`src/core/bju_pkg.sv`:
```
// bju_pkg: opcodes, field positions and link constants for the
// branch and jump unit; shared by the main file, the bju_cond leaf and the checker.
package bju_pkg;

  localparam int XLEN = 32;
  localparam int IMM_W = 16;
  localparam int JIDX_W = 26;
  localparam int REG_W = 5;

  // primary opcode field [31:26]
  localparam logic [5:0] OP_SPECIAL = 6'h00;
  localparam logic [5:0] OP_REGIMM = 6'h01;
  localparam logic [5:0] OP_J = 6'h02;
  localparam logic [5:0] OP_JAL = 6'h03;
  localparam logic [5:0] OP_BEQ = 6'h04;
  localparam logic [5:0] OP_BNE = 6'h05;
  localparam logic [5:0] OP_BLEZ = 6'h06;
  localparam logic [5:0] OP_BGTZ = 6'h07;
  localparam logic [5:0] OP_ADDI = 6'h08;
  localparam logic [5:0] OP_BEQL = 6'h14;
  localparam logic [5:0] OP_BNEL = 6'h15;
  localparam logic [5:0] OP_BLEZL = 6'h16;
  localparam logic [5:0] OP_BGTZL = 6'h17;
  localparam logic [5:0] OP_LB = 6'h20;
  localparam logic [5:0] OP_SD = 6'h3f;

  // function field [5:0] under OP_SPECIAL
  localparam logic [5:0] FN_JUMP_REG = 6'h08;
  localparam logic [5:0] FN_JUMP_REG_LINK = 6'h09;
  localparam logic [5:0] FN_ADD = 6'h20;
  localparam logic [5:0] FN_SUB = 6'h22;

  // rt field codes under OP_REGIMM
  localparam logic [4:0] RI_BLTZ = 5'h00;
  localparam logic [4:0] RI_BGEZ = 5'h01;
  localparam logic [4:0] RI_BLTZL = 5'h02;
  localparam logic [4:0] RI_BGEZL = 5'h03;
  localparam logic [4:0] RI_BLTZAL = 5'h10;
  localparam logic [4:0] RI_BGEZAL = 5'h11;
  localparam logic [4:0] RI_BLTZALL = 5'h12;
  localparam logic [4:0] RI_BGEZALL = 5'h13;

  // field positions
  localparam int OP_LSB = 26;
  localparam int RS_LSB = 21;
  localparam int RT_LSB = 16;
  localparam int RD_LSB = 11;
  localparam int JTOP_W = 4;

  localparam logic [4:0] REG_LINK = 5'h1f;
  localparam logic [4:0] REG_ZERO = 5'h00;
  localparam logic [31:0] SLOT_STEP = 32'h0000_0004;
  localparam logic [31:0] LINK_STEP = 32'h0000_0008;
  localparam logic [31:0] RESET_PC = 32'h0000_0000;

  typedef enum logic [2:0] {
    BJU_C_EQ = 3'b000,
    BJU_C_NE = 3'b001,
    BJU_C_LEZ = 3'b010,
    BJU_C_GTZ = 3'b011,
    BJU_C_LTZ = 3'b100,
    BJU_C_GEZ = 3'b101
  } bju_cond_t;

  typedef enum logic [1:0] {
    BJU_S_RUN = 2'b00,
    BJU_S_SLOT = 2'b01,
    BJU_S_NULL = 2'b10
  } bju_state_t;

endpackage

```
`src/core/bju_cond.sv`:
```
// bju_cond: decides a branch outcome from one or two general
// register values; assumes operands already read, register 0 as zero.
`timescale 1ns/1ps
module bju_cond #(
  parameter int XLEN = 32
) (
  input wire bju_pkg::bju_cond_t i_cond,
  input wire logic [XLEN-1:0] i_src_a,
  input wire logic [XLEN-1:0] i_src_b,
  output logic o_taken
);

  // ==========================================================
  // condition test
  // ==========================================================
  logic neg;
  logic zero;
  assign neg = i_src_a[XLEN-1];
  assign zero = (i_src_a == '0);

  // no flags kept: outcome comes only from register values [RULE2]
  always_comb begin
    case (i_cond)
      bju_pkg::BJU_C_EQ: o_taken = (i_src_a == i_src_b);
      bju_pkg::BJU_C_NE: o_taken = (i_src_a != i_src_b);
      bju_pkg::BJU_C_LEZ: o_taken = neg | zero;
      bju_pkg::BJU_C_GTZ: o_taken = ~neg & ~zero;
      bju_pkg::BJU_C_LTZ: o_taken = neg;
      bju_pkg::BJU_C_GEZ: o_taken = ~neg;
      default: o_taken = 1'b0;
    endcase
  end

endmodule

```
`src/core/bju_addr.sv`:
```
// bju_addr: base plus sign-extended 16-bit displacement adder;
// used for load/store addresses and for pc-relative branch targets.
`timescale 1ns/1ps
module bju_addr #(
  parameter int XLEN = 32,
  parameter int IMM_W = 16
) (
  input wire logic [XLEN-1:0] i_base,
  input wire logic [IMM_W-1:0] i_disp,
  input wire logic i_word_scale,
  output logic [XLEN-1:0] o_sum
);

  // ==========================================================
  // displacement extension
  // ==========================================================
  logic [XLEN-1:0] disp_ext;
  always_comb begin
    disp_ext = {{(XLEN-IMM_W){i_disp[IMM_W-1]}}, i_disp};
    if (i_word_scale) begin
      disp_ext = {disp_ext[XLEN-3:0], 2'b00};
    end
  end

  assign o_sum = i_base + disp_ext;

endmodule

```
`src/core/bju_top.sv`:
```
// bju_top: branch, jump and address generation for the integer core.
// assumes the decode stage presents one instruction per valid cycle
// with its pc and both register operands already read.
//
// Behaviour
// RULE1: load and store addresses are base register plus sign-extended 16-bit displacement only.
// RULE2: there is no condition-code register; branches test one or compare two registers.
// RULE3: conditional branch targets are always pc-relative.
// RULE4: the branch displacement is a 16-bit word count, reaching +/-32768 instructions.
// RULE5: every branch is conditional, link forms too; always-true conditions make it unconditional.
// RULE6: ordinary branches and jumps always execute the following delay-slot instruction.
// RULE7: likely branches take on the same condition but cancel the delay slot when not taken.
// RULE8: the absolute jump target takes 28 low bits from the instruction, top 4 from the pc.
// RULE9: the goto_register jump takes its whole target from a general register.
// RULE10: call jumps write pc plus 8 into register 31 as the return_link; the register form here writes its rd field instead when rd is nonzero.
// RULE11: jumps have a delay slot at pc plus 4, so the return point lies past it.
// RULE12: trapping add and subtract raise an exception on signed overflow, no flag kept.
// RULE13: branch target is the delay-slot address plus the displacement shifted left two.
// RULE14: register 0 always reads zero, so equal-compare of register 0 with itself takes.
`timescale 1ns/1ps
module bju_top #(
  parameter int XLEN = 32,
  parameter logic [XLEN-1:0] RESET_PC = bju_pkg::RESET_PC
) (
  input wire logic i_clk_sys,
  input wire logic i_rstn,
  input wire logic i_valid,
  input wire logic [31:0] i_instr,
  input wire logic [XLEN-1:0] i_pc,
  input wire logic [XLEN-1:0] i_rs_val,
  input wire logic [XLEN-1:0] i_rt_val,
  output logic o_redirect,
  output logic [XLEN-1:0] o_target,
  output logic o_slot_nullify,
  output logic o_link_we,
  output logic [4:0] o_link_reg,
  output logic [XLEN-1:0] o_return_link,
  output logic o_mem_valid,
  output logic [XLEN-1:0] o_mem_addr,
  output logic o_ovf_trap,
  output logic [XLEN-1:0] o_trap_pc,
  output logic [XLEN-1:0] o_arith_res
);

  // ==========================================================
  // field decode
  // ==========================================================
  logic [5:0] opcode;
  logic [5:0] funct;
  logic [4:0] rs_idx;
  logic [4:0] rt_idx;
  logic [4:0] rd_idx;
  logic [15:0] imm;
  logic [25:0] jidx;
  assign opcode = i_instr[bju_pkg::OP_LSB +: 6];
  assign funct = i_instr[5:0];
  assign rs_idx = i_instr[bju_pkg::RS_LSB +: 5];
  assign rt_idx = i_instr[bju_pkg::RT_LSB +: 5];
  assign rd_idx = i_instr[bju_pkg::RD_LSB +: 5];
  assign imm = i_instr[15:0];
  assign jidx = i_instr[25:0];

  // register 0 reads as zero whatever the file feeds in [RULE14]
  logic [XLEN-1:0] rs_v;
  logic [XLEN-1:0] rt_v;
  assign rs_v = (rs_idx == bju_pkg::REG_ZERO) ? '0 : i_rs_val;
  assign rt_v = (rt_idx == bju_pkg::REG_ZERO) ? '0 : i_rt_val;

  // ==========================================================
  // instruction classes
  // ==========================================================
  logic is_branch;
  logic is_likely;
  logic br_link;
  bju_pkg::bju_cond_t cond;
  logic is_jabs;
  logic is_jreg;
  logic j_link;
  logic is_mem;
  logic is_tadd;
  logic is_tsub;

  // every branch, link forms included, goes through the condition test
  always_comb begin
    is_branch = 1'b1; // [RULE5]
    is_likely = 1'b0;
    br_link = 1'b0;
    cond = bju_pkg::BJU_C_EQ;
    case (opcode)
      bju_pkg::OP_BEQ: cond = bju_pkg::BJU_C_EQ;
      bju_pkg::OP_BNE: cond = bju_pkg::BJU_C_NE;
      bju_pkg::OP_BLEZ: cond = bju_pkg::BJU_C_LEZ;
      bju_pkg::OP_BGTZ: cond = bju_pkg::BJU_C_GTZ;
      bju_pkg::OP_BEQL: begin
        cond = bju_pkg::BJU_C_EQ;
        is_likely = 1'b1;
      end
      bju_pkg::OP_BNEL: begin
        cond = bju_pkg::BJU_C_NE;
        is_likely = 1'b1;
      end
      bju_pkg::OP_BLEZL: begin
        cond = bju_pkg::BJU_C_LEZ;
        is_likely = 1'b1;
      end
      bju_pkg::OP_BGTZL: begin
        cond = bju_pkg::BJU_C_GTZ;
        is_likely = 1'b1;
      end
      bju_pkg::OP_REGIMM: begin
        case (rt_idx)
          bju_pkg::RI_BLTZ: cond = bju_pkg::BJU_C_LTZ;
          bju_pkg::RI_BGEZ: cond = bju_pkg::BJU_C_GEZ;
          bju_pkg::RI_BLTZL: begin
            cond = bju_pkg::BJU_C_LTZ;
            is_likely = 1'b1;
          end
          bju_pkg::RI_BGEZL: begin
            cond = bju_pkg::BJU_C_GEZ;
            is_likely = 1'b1;
          end
          bju_pkg::RI_BLTZAL: begin
            cond = bju_pkg::BJU_C_LTZ;
            br_link = 1'b1;
          end
          bju_pkg::RI_BGEZAL: begin
            cond = bju_pkg::BJU_C_GEZ;
            br_link = 1'b1;
          end
          bju_pkg::RI_BLTZALL: begin
            cond = bju_pkg::BJU_C_LTZ;
            br_link = 1'b1;
            is_likely = 1'b1;
          end
          bju_pkg::RI_BGEZALL: begin
            cond = bju_pkg::BJU_C_GEZ;
            br_link = 1'b1;
            is_likely = 1'b1;
          end
          default: is_branch = 1'b0;
        endcase
      end
      default: is_branch = 1'b0;
    endcase
  end

  assign is_jabs = (opcode == bju_pkg::OP_J) || (opcode == bju_pkg::OP_JAL);
  assign is_jreg = (opcode == bju_pkg::OP_SPECIAL)
                   && ((funct == bju_pkg::FN_JUMP_REG)
                   || (funct == bju_pkg::FN_JUMP_REG_LINK));
  assign j_link = (opcode == bju_pkg::OP_JAL)
                  || (is_jreg && funct == bju_pkg::FN_JUMP_REG_LINK);
  // loads and stores span the 0x20..0x3f opcode block
  assign is_mem = (opcode >= bju_pkg::OP_LB) && (opcode <= bju_pkg::OP_SD);
  assign is_tadd = (opcode == bju_pkg::OP_ADDI)
                   || ((opcode == bju_pkg::OP_SPECIAL)
                   && (funct == bju_pkg::FN_ADD));
  assign is_tsub = (opcode == bju_pkg::OP_SPECIAL)
                   && (funct == bju_pkg::FN_SUB);

  // ==========================================================
  // condition and address generation
  // ==========================================================
  logic taken;
  bju_cond #(
    .XLEN(XLEN)
  ) u_cond (
    .i_cond(cond),
    .i_src_a(rs_v),
    .i_src_b(rt_v),
    .o_taken(taken)
  );

  logic [XLEN-1:0] slot_pc;
  logic [XLEN-1:0] br_target;
  logic [XLEN-1:0] mem_addr;
  // delay-slot address is the base of every pc-relative target [RULE11]
  assign slot_pc = i_pc + bju_pkg::SLOT_STEP;

  // word-scaled 16-bit displacement added to the slot pc [RULE3] [RULE4]
  bju_addr #(
    .XLEN(XLEN),
    .IMM_W(bju_pkg::IMM_W)
  ) u_br_addr (
    .i_base(slot_pc),
    .i_disp(imm),
    .i_word_scale(1'b1), // [RULE13]
    .o_sum(br_target)
  );

  // base register plus signed byte offset, the only memory form [RULE1]
  bju_addr #(
    .XLEN(XLEN),
    .IMM_W(bju_pkg::IMM_W)
  ) u_mem_addr (
    .i_base(rs_v),
    .i_disp(imm),
    .i_word_scale(1'b0),
    .o_sum(mem_addr)
  );

  // top 4 bits kept from the pc, low 28 from the index [RULE8]
  logic [XLEN-1:0] jabs_target;
  assign jabs_target = {i_pc[XLEN-1 -: bju_pkg::JTOP_W], jidx, 2'b00};

  // ==========================================================
  // trapping arithmetic
  // ==========================================================
  logic [XLEN-1:0] op_b;
  logic [XLEN-1:0] arith;
  logic ovf;
  always_comb begin
    op_b = (opcode == bju_pkg::OP_ADDI) ? {{16{imm[15]}}, imm} : rt_v;
    if (is_tsub) begin
      arith = rs_v - op_b;
      ovf = (rs_v[XLEN-1] != op_b[XLEN-1])
            && (arith[XLEN-1] != rs_v[XLEN-1]);
    end else begin
      arith = rs_v + op_b;
      ovf = (rs_v[XLEN-1] == op_b[XLEN-1])
            && (arith[XLEN-1] != rs_v[XLEN-1]);
    end
  end

  // ==========================================================
  // delay-slot tracking
  // ==========================================================
  // a transfer's slot is never itself a transfer; the following
  // instruction is the slot and is either run or cancelled
  bju_pkg::bju_state_t state_reg;
  bju_pkg::bju_state_t state_next;
  logic act;
  logic xfer;
  logic do_redirect;
  assign act = i_valid && (state_reg != bju_pkg::BJU_S_NULL);
  assign xfer = is_jabs || is_jreg || (is_branch && taken);
  assign do_redirect = act && (state_reg == bju_pkg::BJU_S_RUN) && xfer;

  always_comb begin
    state_next = state_reg;
    case (state_reg)
      bju_pkg::BJU_S_RUN: begin
        if (i_valid && (is_branch || is_jabs || is_jreg)) begin
          if (is_likely && !taken) begin
            state_next = bju_pkg::BJU_S_NULL; // [RULE7]
          end else begin
            state_next = bju_pkg::BJU_S_SLOT; // [RULE6]
          end
        end
      end
      bju_pkg::BJU_S_SLOT: if (i_valid) state_next = bju_pkg::BJU_S_RUN;
      bju_pkg::BJU_S_NULL: if (i_valid) state_next = bju_pkg::BJU_S_RUN;
      default: state_next = bju_pkg::BJU_S_RUN;
    endcase
  end

  always_ff @(posedge i_clk_sys or negedge i_rstn) begin
    if (!i_rstn) begin
      state_reg <= bju_pkg::BJU_S_RUN;
    end else begin
      state_reg <= state_next;
    end
  end

  // ==========================================================
  // redirect and link outputs
  // ==========================================================
  always_ff @(posedge i_clk_sys or negedge i_rstn) begin
    if (!i_rstn) begin
      o_redirect <= 1'b0;
      o_target <= RESET_PC;
      o_slot_nullify <= 1'b0;
    end else begin
      o_redirect <= do_redirect;
      o_slot_nullify <= act && (state_reg == bju_pkg::BJU_S_RUN)
                        && is_branch && is_likely && !taken; // [RULE7]
      if (do_redirect) begin
        if (is_jreg) begin
          o_target <= rs_v; // [RULE9]
        end else if (is_jabs) begin
          o_target <= jabs_target; // [RULE8]
        end else begin
          o_target <= br_target; // [RULE3]
        end
      end
    end
  end

  // link forms write pc plus 8, past the slot [RULE10] [RULE11]
  always_ff @(posedge i_clk_sys or negedge i_rstn) begin
    if (!i_rstn) begin
      o_link_we <= 1'b0;
      o_link_reg <= bju_pkg::REG_LINK;
      o_return_link <= '0;
    end else begin
      o_link_we <= act && (state_reg == bju_pkg::BJU_S_RUN)
                   && (j_link || br_link);
      if (act && (j_link || br_link)) begin
        o_return_link <= i_pc + bju_pkg::LINK_STEP;
        // register form may name its own link target; default is 31
        if (is_jreg && rd_idx != bju_pkg::REG_ZERO) begin
          o_link_reg <= rd_idx;
        end else begin
          o_link_reg <= bju_pkg::REG_LINK;
        end
      end
    end
  end

  // ==========================================================
  // memory address and overflow trap
  // ==========================================================
  always_ff @(posedge i_clk_sys or negedge i_rstn) begin
    if (!i_rstn) begin
      o_mem_valid <= 1'b0;
      o_mem_addr <= '0;
    end else begin
      o_mem_valid <= act && is_mem; // [RULE1]
      if (act && is_mem) begin
        o_mem_addr <= mem_addr;
      end
    end
  end

  // trap is a one-cycle event; nothing sticky is kept [RULE12]
  always_ff @(posedge i_clk_sys or negedge i_rstn) begin
    if (!i_rstn) begin
      o_ovf_trap <= 1'b0;
      o_trap_pc <= '0;
      o_arith_res <= '0;
    end else begin
      o_ovf_trap <= act && (is_tadd || is_tsub) && ovf;
      if (act && (is_tadd || is_tsub)) begin
        o_arith_res <= arith;
        o_trap_pc <= i_pc;
      end
    end
  end

endmodule

```
`config.mk`:
```
export PLATFORM = sky130hd
export DESIGN_NAME = bju_top
export DESIGN_NICKNAME = d
export VERILOG_FILES = /design/src/core/bju_pkg.sv /design/src/core/bju_cond.sv /design/src/core/bju_addr.sv /design/src/core/bju_top.sv
export SDC_FILE = /design/constraint.sdc
export NUM_CORES = 1
export LEC_CHECK = 0
export ABC_AREA = 1
export BUFFER_PORTS_ARGS = -buffer_cell sky130_fd_sc_hd__buf_2
export CAP_MARGIN = 5
export CORE_ASPECT_RATIO = 1.2
export CORE_UTILIZATION = 53
export CTS_CLUSTER_DIAMETER = 80
export DETAILED_ROUTE_END_ITERATION = 10
export PLACE_DENSITY_LB_ADDON = 0.12
export SYNTH_ARGS = -nofsm -noshare
export SYNTH_HDL_FRONTEND = slang
export SYNTH_SLANG_ARGS = --single-unit
```
`constraint.sdc`:
```
create_clock -name i_clk_sys -period 1.75 [get_ports i_clk_sys]
set_input_delay 0.35 -clock i_clk_sys [delete_from_list [all_inputs] [get_ports i_clk_sys]]
set_output_delay 0.35 -clock i_clk_sys [all_outputs]
set_load 0.01 [all_outputs]
```
==> metrics, run 1 <==
Boundary Pins=between 300 and 400; simple-gate area share of the yosys netlist=0.329; Post-Place Worst Slack=-1.73 ns; Post-Synthesis Net Count=2911; largest family of logic cells by synthesized area=simple AND/OR/NAND/NOR gates; global-route total usage across every layer=0.929; gr ovfl total=804; xor and xnor area share after synthesis=0.0497; area fraction in compound gates after synthesis=0.160; mux contribution to synthesized area=0.000586; Placed Instances=3828; Synth Area in Adders=0.117; # H-tree levels=4; number of enable flip-flop cells after synthesis=0; share of the synthesized area in the top cell type=0.244; number of synthesized register bits=172; Cells after Synth=2623; CTS Root Cell=sky130_fd_sc_hd__clkbuf_16; Die X-Extent=166 um; Worst Endpoint after GRT Repair=o_mem_addr[25]$_DFFE_PN0P_/D; Row Count=71; number of warning messages in the yosys log=0; last weighted congestion value of the routability-driven placer=1.14; sum of net half-perimeters after detailed placement=62200 um; count of distinct cell types in the synthesized netlist=53; Syn Std Cell Area=0.0171 sq mm; run status=aborted with a tool error; TritonCTS sink count=172; synthesized area per cell=around 6.5 sq um; Yosys top cell by area=sky130_fd_sc_hd__dfrtp_1; top flip-flop cell by instance count after synthesis=sky130_fd_sc_hd__dfrtp_1; share of async-settable or async-resettable flops after synthesis=1.00; starting utilization of the core area=0.542; kind of the worst endpoint=register data pin; largest net degree at the start of global routing=101; dominant cells by area after synthesis=sky130_fd_sc_hd__dfrtp_1 24%, sky130_fd_sc_hd__nand2_1 17%, sky130_fd_sc_hd__ha_1 11%; share of the yosys chip area belonging to registers=0.252; Run Error=[ERROR GRT-0232] Routing congestion too high. Check the congestion heatmap in the GUI.; height of the chip=roughly 200 um; clock buffers created by TritonCTS=17; last stage reached=global routing; number of buffers on the longest clock path=2; input/output buffers=300
cells in the mapped netlist, types with 6 or more instances:
cell,count
sky130_fd_sc_hd__nor2_2,9
sky130_fd_sc_hd__buf_6,10
sky130_fd_sc_hd__a31oi_1,16
sky130_fd_sc_hd__or2_2,9
sky130_fd_sc_hd__nand3_2,32
sky130_fd_sc_hd__nor2_1,193
sky130_fd_sc_hd__o21ai_0,221
sky130_fd_sc_hd__dfrtp_1,167
sky130_fd_sc_hd__buf_2,15
sky130_fd_sc_hd__a21o_1,10
sky130_fd_sc_hd__nand3b_1,8
sky130_fd_sc_hd__nor4_1,6
sky130_fd_sc_hd__nand4_1,33
sky130_fd_sc_hd__o21bai_1,25
sky130_fd_sc_hd__a21oi_1,175
sky130_fd_sc_hd__a21boi_0,6
sky130_fd_sc_hd__xor2_1,59
sky130_fd_sc_hd__o211ai_1,10
sky130_fd_sc_hd__nand3_1,183
sky130_fd_sc_hd__ha_1,153
sky130_fd_sc_hd__nor3_1,43
sky130_fd_sc_hd__xnor2_1,38
sky130_fd_sc_hd__inv_1,305
sky130_fd_sc_hd__clkbuf_1,55
sky130_fd_sc_hd__nand2_1,774
cells by family after synthesis:
kind of cell	Yosys count
adder cells (fa/ha/maj)	157
buffers and inverters	393
AND/OR/NAND/NOR	1304
multiplexers	1
XOR/XNOR	97
AO/OA/AOI/OAI	499
flip-flops	172
per-stage QoR:
stage | area (sq um) | setup TNS (ns)
after detailed placement | 25200 | -146.33
after floorplan | 19000 | -51.55
after global placement | 25200 | -131.97
after CTS | 28300 | -64.68
routing by layer:
metal | global-route usage | GRT overflow
met4 | 1.02 | 266
met5 | 0.574 | 2
met3 | 0.815 | 32
met2 | 1.06 | 462
met1 | 0.896 | 42
what timing repair did:
action	CTS
setup buffers	64
pin swaps	157
hold buffers	1
gates resized for setup	448
endpoints found under the hold margin	28
endpoints found under the setup margin	137
cloned	11
==> inputs of run 2 (changes only) <==
--- a/config.mk
+++ b/config.mk
@@ -8,11 +8,9 @@
 export ABC_AREA = 1
 export BUFFER_PORTS_ARGS = -buffer_cell sky130_fd_sc_hd__buf_2
 export CAP_MARGIN = 5
-export CORE_ASPECT_RATIO = 1.2
-export CORE_UTILIZATION = 53
-export CTS_CLUSTER_DIAMETER = 80
+export CORE_UTILIZATION = 40
 export DETAILED_ROUTE_END_ITERATION = 10
-export PLACE_DENSITY_LB_ADDON = 0.12
+export PLACE_DENSITY_LB_ADDON = 0.15
 export SYNTH_ARGS = -nofsm -noshare
 export SYNTH_HDL_FRONTEND = slang
 export SYNTH_SLANG_ARGS = --single-unit
==> constraint.sdc (replaced) <==
create_clock -name i_clk_sys -period 2.3 [get_ports i_clk_sys]
set_input_delay 0.46 -clock i_clk_sys [delete_from_list [all_inputs] [get_ports i_clk_sys]]
set_output_delay 0.46 -clock i_clk_sys [all_outputs]
set_load 0.01 [all_outputs]
==> run 2 against run 1 <==
Compared with the run above: the flow now finishes, with violations (negative setup slack); synthesized cell count unchanged; area after synthesis unchanged.
==> metrics, run 2 <==
violated checks=negative setup slack; share of the clock period used by the worst path after layout=1.28; largest vdd supply drop=around 0.00046 V; Row Count=75 (+5.6%); number of global-route vias before repair=21874; class of the most critical setup path=input pin to flip-flop; synthesized area per cell=6.52 sq um (unchanged); final setup violation count=91; first-pass GRT wire length=between 100000 and 150000 um; Yosys top cell by area=sky130_fd_sc_hd__dfrtp_1; top flip-flop cell by instance count after synthesis=sky130_fd_sc_hd__dfrtp_1; PD cells=534 mW/mm^2; highest-count cells in the layout ignoring fill and taps=674 x sky130_fd_sc_hd__buf_4, 627 x sky130_fd_sc_hd__nand2_1, 292 x sky130_fd_sc_hd__buf_2; post-route worst setup slack=-0.646 ns; Boundary Pins=301 (unchanged); maximum fanout encountered on the critical timing path=6; Post-Synthesis Net Count=2911 (unchanged); sum of net half-perimeters after detailed placement=69800 um (+12%); max-capacitance violation count=0; Fin Hold WS=0.281 ns; clock-pin slew on the worst setup and hold paths=0.07 ns; via/cell ratio=5.48; core area=0.0420 sq mm; post-DR wirelength/cell=around 21 um; Final Net Count=a little under 4000; Total Die Area=0.0436 sq mm; TritonCTS sink count=172 (unchanged); area growth from synthesis to layout=77.0%; initial antenna violation count=4; cell area reported after detailed placement=0.0251 sq mm (-0.19%); ANT nets after route=0; number of enable flip-flop cells after synthesis=0 (unchanged); run status=finished with violations; data required time at the worst endpoint=2.74 ns; Via Count=between 20000 and 25000; CTS Root Cell=sky130_fd_sc_hd__clkbuf_16; # H-tree levels=4 (unchanged); number of design rule violations left after detail routing=0; share of the yosys chip area belonging to registers=0.252 (unchanged); Die X-Extent=209 um (+26%); last weighted congestion value of the routability-driven placer=1.03 (-9.4%); max_slew headroom=0.651; share of async-settable or async-resettable flops after synthesis=1.00 (unchanged); final design instance area without fill=around 0.030 sq mm; WP data arrival=between 3 and 4 ns; number of synthesized register bits=172 (unchanged); proportion of layout cells with a drive suffix above 1=0.508; clock buffers created by TritonCTS=17 (unchanged); count of distinct cell types in the synthesized netlist=53 (unchanged); Static Leakage=15.5 nW; Post-Place Worst Slack=-1.54 ns (+0.184 ns); Worst Tran Pin Value=0.516 ns; ranking of synthesized cells by instance count=774 x sky130_fd_sc_hd__nand2_1, 305 x sky130_fd_sc_hd__inv_1, 221 x sky130_fd_sc_hd__o21ai_0, 193 x sky130_fd_sc_hd__nor2_1, 183 x sky130_fd_sc_hd__nand3_1; count leader, synth=sky130_fd_sc_hd__nand2_1; Slew Viols, Final=0; Core Util, Final=0.719; most common cell after layout, fill and taps aside=sky130_fd_sc_hd__buf_4; largest clock skew in the final design=just under 0.03 ns; number of buffers on the longest clock path=2 (unchanged); height of the chip=209 um (+5.0%); launching element of the worst setup path=i_instr[26]; largest net degree at the start of global routing=58; Critical Path Sink Type=flip-flop; launch point of the worst reg-to-reg path=state_reg[0]; Cells after Synth=2623 (unchanged); global-route total usage across every layer=0.393; starting DRC count in detailed routing=2397; number of warning messages in the yosys log=0 (unchanged); gr ovfl total=0; length of the first detailed-routing pass in iterations=6; overall power=between 15 and 20 mW; share of the synthesized area in the top cell type=0.244 (unchanged); input/output buffers=300 (unchanged); setup repair after global routing missed its margin=true; launch point of the worst hold path=i_pc[2]; dominant cells by area after synthesis=sky130_fd_sc_hd__dfrtp_1 24%, sky130_fd_sc_hd__nand2_1 17%, sky130_fd_sc_hd__ha_1 11%; Clock Latency Late Sink=approximately 0.52 ns; Hold Path Class=input pin to flip-flop; starting utilization of the core area=0.407 (-0.135); min Tclk post-route=just under 3 ns; CTS tree=yes; DRT Wirelength=89300 um; number of endpoints with negative hold slack in the final report=0; Fmax=roughly 340 MHz; Syn Std Cell Area=0.0171 sq mm (unchanged); type of element launching the critical path=input pin
## run 2: cell counts after synthesis
No cell type changed its count.
## run 2: area by class of cell
cell class | instances | area (sq um)
flip-flops and latches | 172 | 4310
fillers | 3317 | 11800
inverters | 309 | 1250
clock buffers | 20 | 467
clock inverters | 12 | 163
repair buffers | 1095 | 8460
well taps | 539 | 674
multi-input cells | 2058 | 14900
diodes | 1 | 2.50
## run 2: logic make-up after synthesis
kind of cell / synth area share
AND/OR/NAND/NOR: 0.329
XOR/XNOR: 0.0497
adder cells (fa/ha/maj): 0.117
flip-flops: 0.252
AO/OA/AOI/OAI: 0.160
buffers and inverters: 0.0920
multiplexers: 0.000586
## run 2: layer usage
layer,global-route usage,vias up,part of all wire
met5,0,-,0.00030
met4,0.146,4,0.046
met3,0.0712,246,0.085
met2,0.630,1108,0.45
met1,0.526,10993,0.42
li1,-,10702,-
## run 2: final timing paths
check / endpoint / cells after the start / slack, ns
setup / recovery: o_ovf_trap / 22 / -0.65
hold / removal: o_trap_pc[2] / 3 / 0.28
setup reg to reg: o_target[9] / 12 / 0.07
hold reg to reg: o_arith_res[16] / 2 / 0.47
max in group asynchronous: o_mem_addr[24] / 3 / 1.12
min in group asynchronous: o_arith_res[10] / 2 / 0.41
## run 2: critical path, cell delays in order
cell and delay (ns):
sky130_fd_sc_hd__buf_12 0.11, sky130_fd_sc_hd__inv_16 0.05, sky130_fd_sc_hd__nand2_8 0.05, sky130_fd_sc_hd__nor3_4 0.20, sky130_fd_sc_hd__nand3_4 0.15, sky130_fd_sc_hd__buf_12 0.18, sky130_fd_sc_hd__nor2_4 0.22, sky130_fd_sc_hd__buf_6 0.17
sky130_fd_sc_hd__a21oi_1 0.06, sky130_fd_sc_hd__ha_1 0.33, sky130_fd_sc_hd__buf_6 0.12, sky130_fd_sc_hd__buf_4 0.12, sky130_fd_sc_hd__nand2_2 0.08, sky130_fd_sc_hd__nor2_1 0.10, sky130_fd_sc_hd__buf_4 0.17, sky130_fd_sc_hd__nand3_2 0.09
sky130_fd_sc_hd__or2_1 0.25, sky130_fd_sc_hd__nand2_1 0.09, sky130_fd_sc_hd__nand3_1 0.08, sky130_fd_sc_hd__a21oi_2 0.15, sky130_fd_sc_hd__nand3_2 0.07, sky130_fd_sc_hd__inv_2 0.05
## run 2: where the power goes
| group | leakage (nW) | total (mW) | switching [mW] | internal [mW] |
|---|---|---|---|---|
| Clock | 0.312 | 3.30 | 1.56 | 1.74 |
| Sequential | 2.24 | 4.18 | 0.468 | 3.71 |
| Combinational | 13.0 | 8.68 | 4.76 | 3.92 |
## run 2: what timing repair did
| item | in CTS | in global routing |
|---|---|---|
| hold buffers | 1 | 0 |
| setup buffers | 68 | 45 |
| cloned | 8 | 3 |
| hold endpoints to repair | 25 | 0 |
| pin swaps | 191 | 207 |
| endpoints found under the setup margin | 100 | 128 |
| resized for setup | 510 | 360 |
## run 2: per-stage QoR
step                std cells  TNS, ns
finish                   4206   -32.18
global route             4206   -39.49
CTS                      4164   -25.69
detailed placement       4062  -106.90
global placement         4062  -101.42
floorplan                2623   -16.96
(Power assumes the default switching activity.)
==> inputs of run 3 (changes only) <==
--- a/config.mk
+++ b/config.mk
@@ -8,6 +8,7 @@
 export ABC_AREA = 1
 export BUFFER_PORTS_ARGS = -buffer_cell sky130_fd_sc_hd__buf_2
 export CAP_MARGIN = 5
+export CORE_ASPECT_RATIO = 0.5
 export CORE_UTILIZATION = 40
 export DETAILED_ROUTE_END_ITERATION = 10
 export PLACE_DENSITY_LB_ADDON = 0.15
==> run 3 against run 2 <==
Compared with the run above: the flow still finishes with violations (negative setup slack); critical endpoint is now o_arith_res[16]; non-clock buffer count up 20; final cell count rose by 1.4%; maximum frequency decreased by 2.3%; critical path type unchanged; setup slack got worse by 0.070 ns; sequential share of layout area decreased by 0.37 points; via count up 0.33%.
==> metrics, run 3 (same netlist as run 2, synthesis figures left out) <==
number of inserted filler cells in the final layout=3342 (+0.75%); number of global-route vias before repair=22368 (+2.3%); post-route worst setup slack=-0.716 ns (-0.0695 ns); number of antenna cells inserted=0 (-1); Total Die Area=0.0436 sq mm (+0.12%); Fmax=332 MHz (-2.3%); via/cell ratio=5.43 (-1.0%); WP data arrival=3.39 ns (about the same); TritonCTS sink count=172 (unchanged); highest-count cells in the layout ignoring fill and taps=674 x sky130_fd_sc_hd__buf_4, 601 x sky130_fd_sc_hd__nand2_1, 286 x sky130_fd_sc_hd__buf_2; clock buffers created by TritonCTS=17 (unchanged); input/output buffers=300 (unchanged); CTS Root Cell=sky130_fd_sc_hd__clkbuf_16; proportion of layout cells with a drive suffix above 1=0.521 (+0.0130); global-route total usage across every layer=0.400 (+0.00701); data required time at the worst endpoint=2.67 ns (-0.07 ns); core area=0.0420 sq mm (about the same); Hold Path Class=input pin to flip-flop; Worst Tran Pin Value=0.733 ns (+0.216 ns); share of the clock period used by the worst path after layout=1.31 (+0.0302); Static Leakage=15.7 nW (+0.96%); height of the chip=148 um (-29%); Die X-Extent=294 um (+41%); number of design rule violations left after detail routing=0 (unchanged); PD cells=522 mW/mm^2 (-2.3%); register cell area after layout=0.00431 sq mm (unchanged); Post-Place Worst Slack=-1.46 ns (+0.0835 ns); final setup violation count=90 (-1.1%); max_slew headroom=0.505 (-0.146); Final Net Count=3961 (+0.51%); setup repair after global routing missed its margin=true; CTS tree=yes; area growth from synthesis to layout=81.6%; Row Count=53 (-29%); first-pass GRT wire length=131000 um (+1.0%); most common cell after layout, fill and taps aside=sky130_fd_sc_hd__buf_4; DRT Wirelength=91300 um (+2.3%); clock-pin slew on the worst setup and hold paths=0.08 ns (about the same); Slew Viols, Final=0 (unchanged); post-DR wirelength/cell=21.4 um (+0.93%); max-capacitance violation count=0 (unchanged); sum of net half-perimeters after detailed placement=68600 um (-1.8%); starting DRC count in detailed routing=2058 (-14%); run status=finished with violations; gr ovfl total=0 (unchanged); min Tclk post-route=3.02 ns (+0.0695 ns); ANT nets after route=0 (unchanged); type of element launching the critical path=input pin; Critical Path Sink Type=flip-flop; class of the most critical setup path=input pin to flip-flop; initial antenna violation count=1 (-3); starting utilization of the core area=0.407 (about the same); largest net degree at the start of global routing=54 (-6.9%); violated checks=negative setup slack; maximum fanout encountered on the critical timing path=7 (+1); length of the first detailed-routing pass in iterations=7 (+1); Core Util, Final=0.738 (+0.0189); Via Count=23128 (+0.33%); area taken by multi-input logic gates=0.0155 sq mm (+3.7%); number of buffers on the longest clock path=2 (unchanged); Clock Latency Late Sink=0.48 ns (-0.04 ns); last weighted congestion value of the routability-driven placer=1.06 (+2.3%); number of endpoints with negative hold slack in the final report=0 (unchanged); largest clock skew in the final design=0.0138 ns (-0.0158 ns); Fin Hold WS=0.306 ns (+0.0257 ns); # H-tree levels=4 (unchanged); largest vdd supply drop=0.000619 V (+33%); Boundary Pins=301 (unchanged)
-- run 3: final timing paths --
check	from	to	depth (start not counted)	slack, ns
hold reg to reg	o_return_link[26]	o_return_link[26]	2	0.48
min in group asynchronous	i_rstn	o_return_link[4]	2	0.46
setup / recovery	i_instr[26]	o_arith_res[16]	24	-0.72
max in group asynchronous	i_rstn	o_target[4]	3	1.15
hold / removal	i_pc[31]	o_return_link[31]	4	0.31
setup reg to reg	state_reg[0]	o_mem_addr[8]	9	0.12
-- run 3: metal layers --
layer  vias up  GRT usage  wire length, um
met5         -          0                0
met4         0      0.178             4620
met3       281     0.0919             7750
met2      1028      0.637            41000
met1     11081      0.518            38000
li1      10738          -                -
-- run 3: critical path: stages --
cell	delay, ns
sky130_fd_sc_hd__buf_12	0.12
sky130_fd_sc_hd__inv_16	0.05
sky130_fd_sc_hd__nand2_4	0.04
sky130_fd_sc_hd__nor3_4	0.22
sky130_fd_sc_hd__nand3_4	0.11
sky130_fd_sc_hd__buf_6	0.15
sky130_fd_sc_hd__buf_6	0.13
sky130_fd_sc_hd__buf_16	0.15
sky130_fd_sc_hd__nand2_4	0.07
sky130_fd_sc_hd__o21ai_4	0.08
sky130_fd_sc_hd__ha_4	0.17
sky130_fd_sc_hd__fa_2	0.35
sky130_fd_sc_hd__inv_2	0.09
sky130_fd_sc_hd__nand3_4	0.09
sky130_fd_sc_hd__nand2_4	0.07
sky130_fd_sc_hd__a21oi_4	0.07
sky130_fd_sc_hd__o21bai_1	0.21
sky130_fd_sc_hd__buf_4	0.20
sky130_fd_sc_hd__a21oi_2	0.06
sky130_fd_sc_hd__or2_4	0.24
sky130_fd_sc_hd__nand2_2	0.06
sky130_fd_sc_hd__nand2_2	0.06
sky130_fd_sc_hd__nand3_2	0.08
sky130_fd_sc_hd__nand2_1	0.05
-- run 3: through the flow --
stage	cell area [sq um]	TNS (ns)	total power, mW	instances
after floorplan	18000	-16.96	7.54	2623
after global placement	25000	-80.05	11.1	4087
after detailed placement	25000	-83.77	11.1	4087
after CTS	29800	-20.78	15.5	4234
after global routing	31000	-43.87	17.0	4263
final	31000	-34.52	16.2	4263
-- run 3: timing repair --
action                                  4_1_cts  5_1_grt
endpoints found under the setup margin       89       92
gates cloned                                 13        0
setup buffers                               112       41
endpoints found under the hold margin        23        0
pin swaps                                   255      208
resized for setup                           755      277
hold buffers                                  1        0
-- run 3: cell type report --
type,instances,area share
multi-input cells,2058,0.498
flip-flops and latches,172,0.139
clock buffers,18,0.0138
inverters,309,0.0408
clock inverters,14,0.00480
repair buffers,1115,0.280
well taps,577,0.0233
-- run 3: report_power, final --
group / switching [mW] / internal, mW / leakage, nW
clock: 1.62 / 1.45 / 0.280
combinational: 4.87 / 4.05 / 13.2
sequential: 0.490 / 3.71 / 2.24
total: 6.98 / 9.21 / 15.7
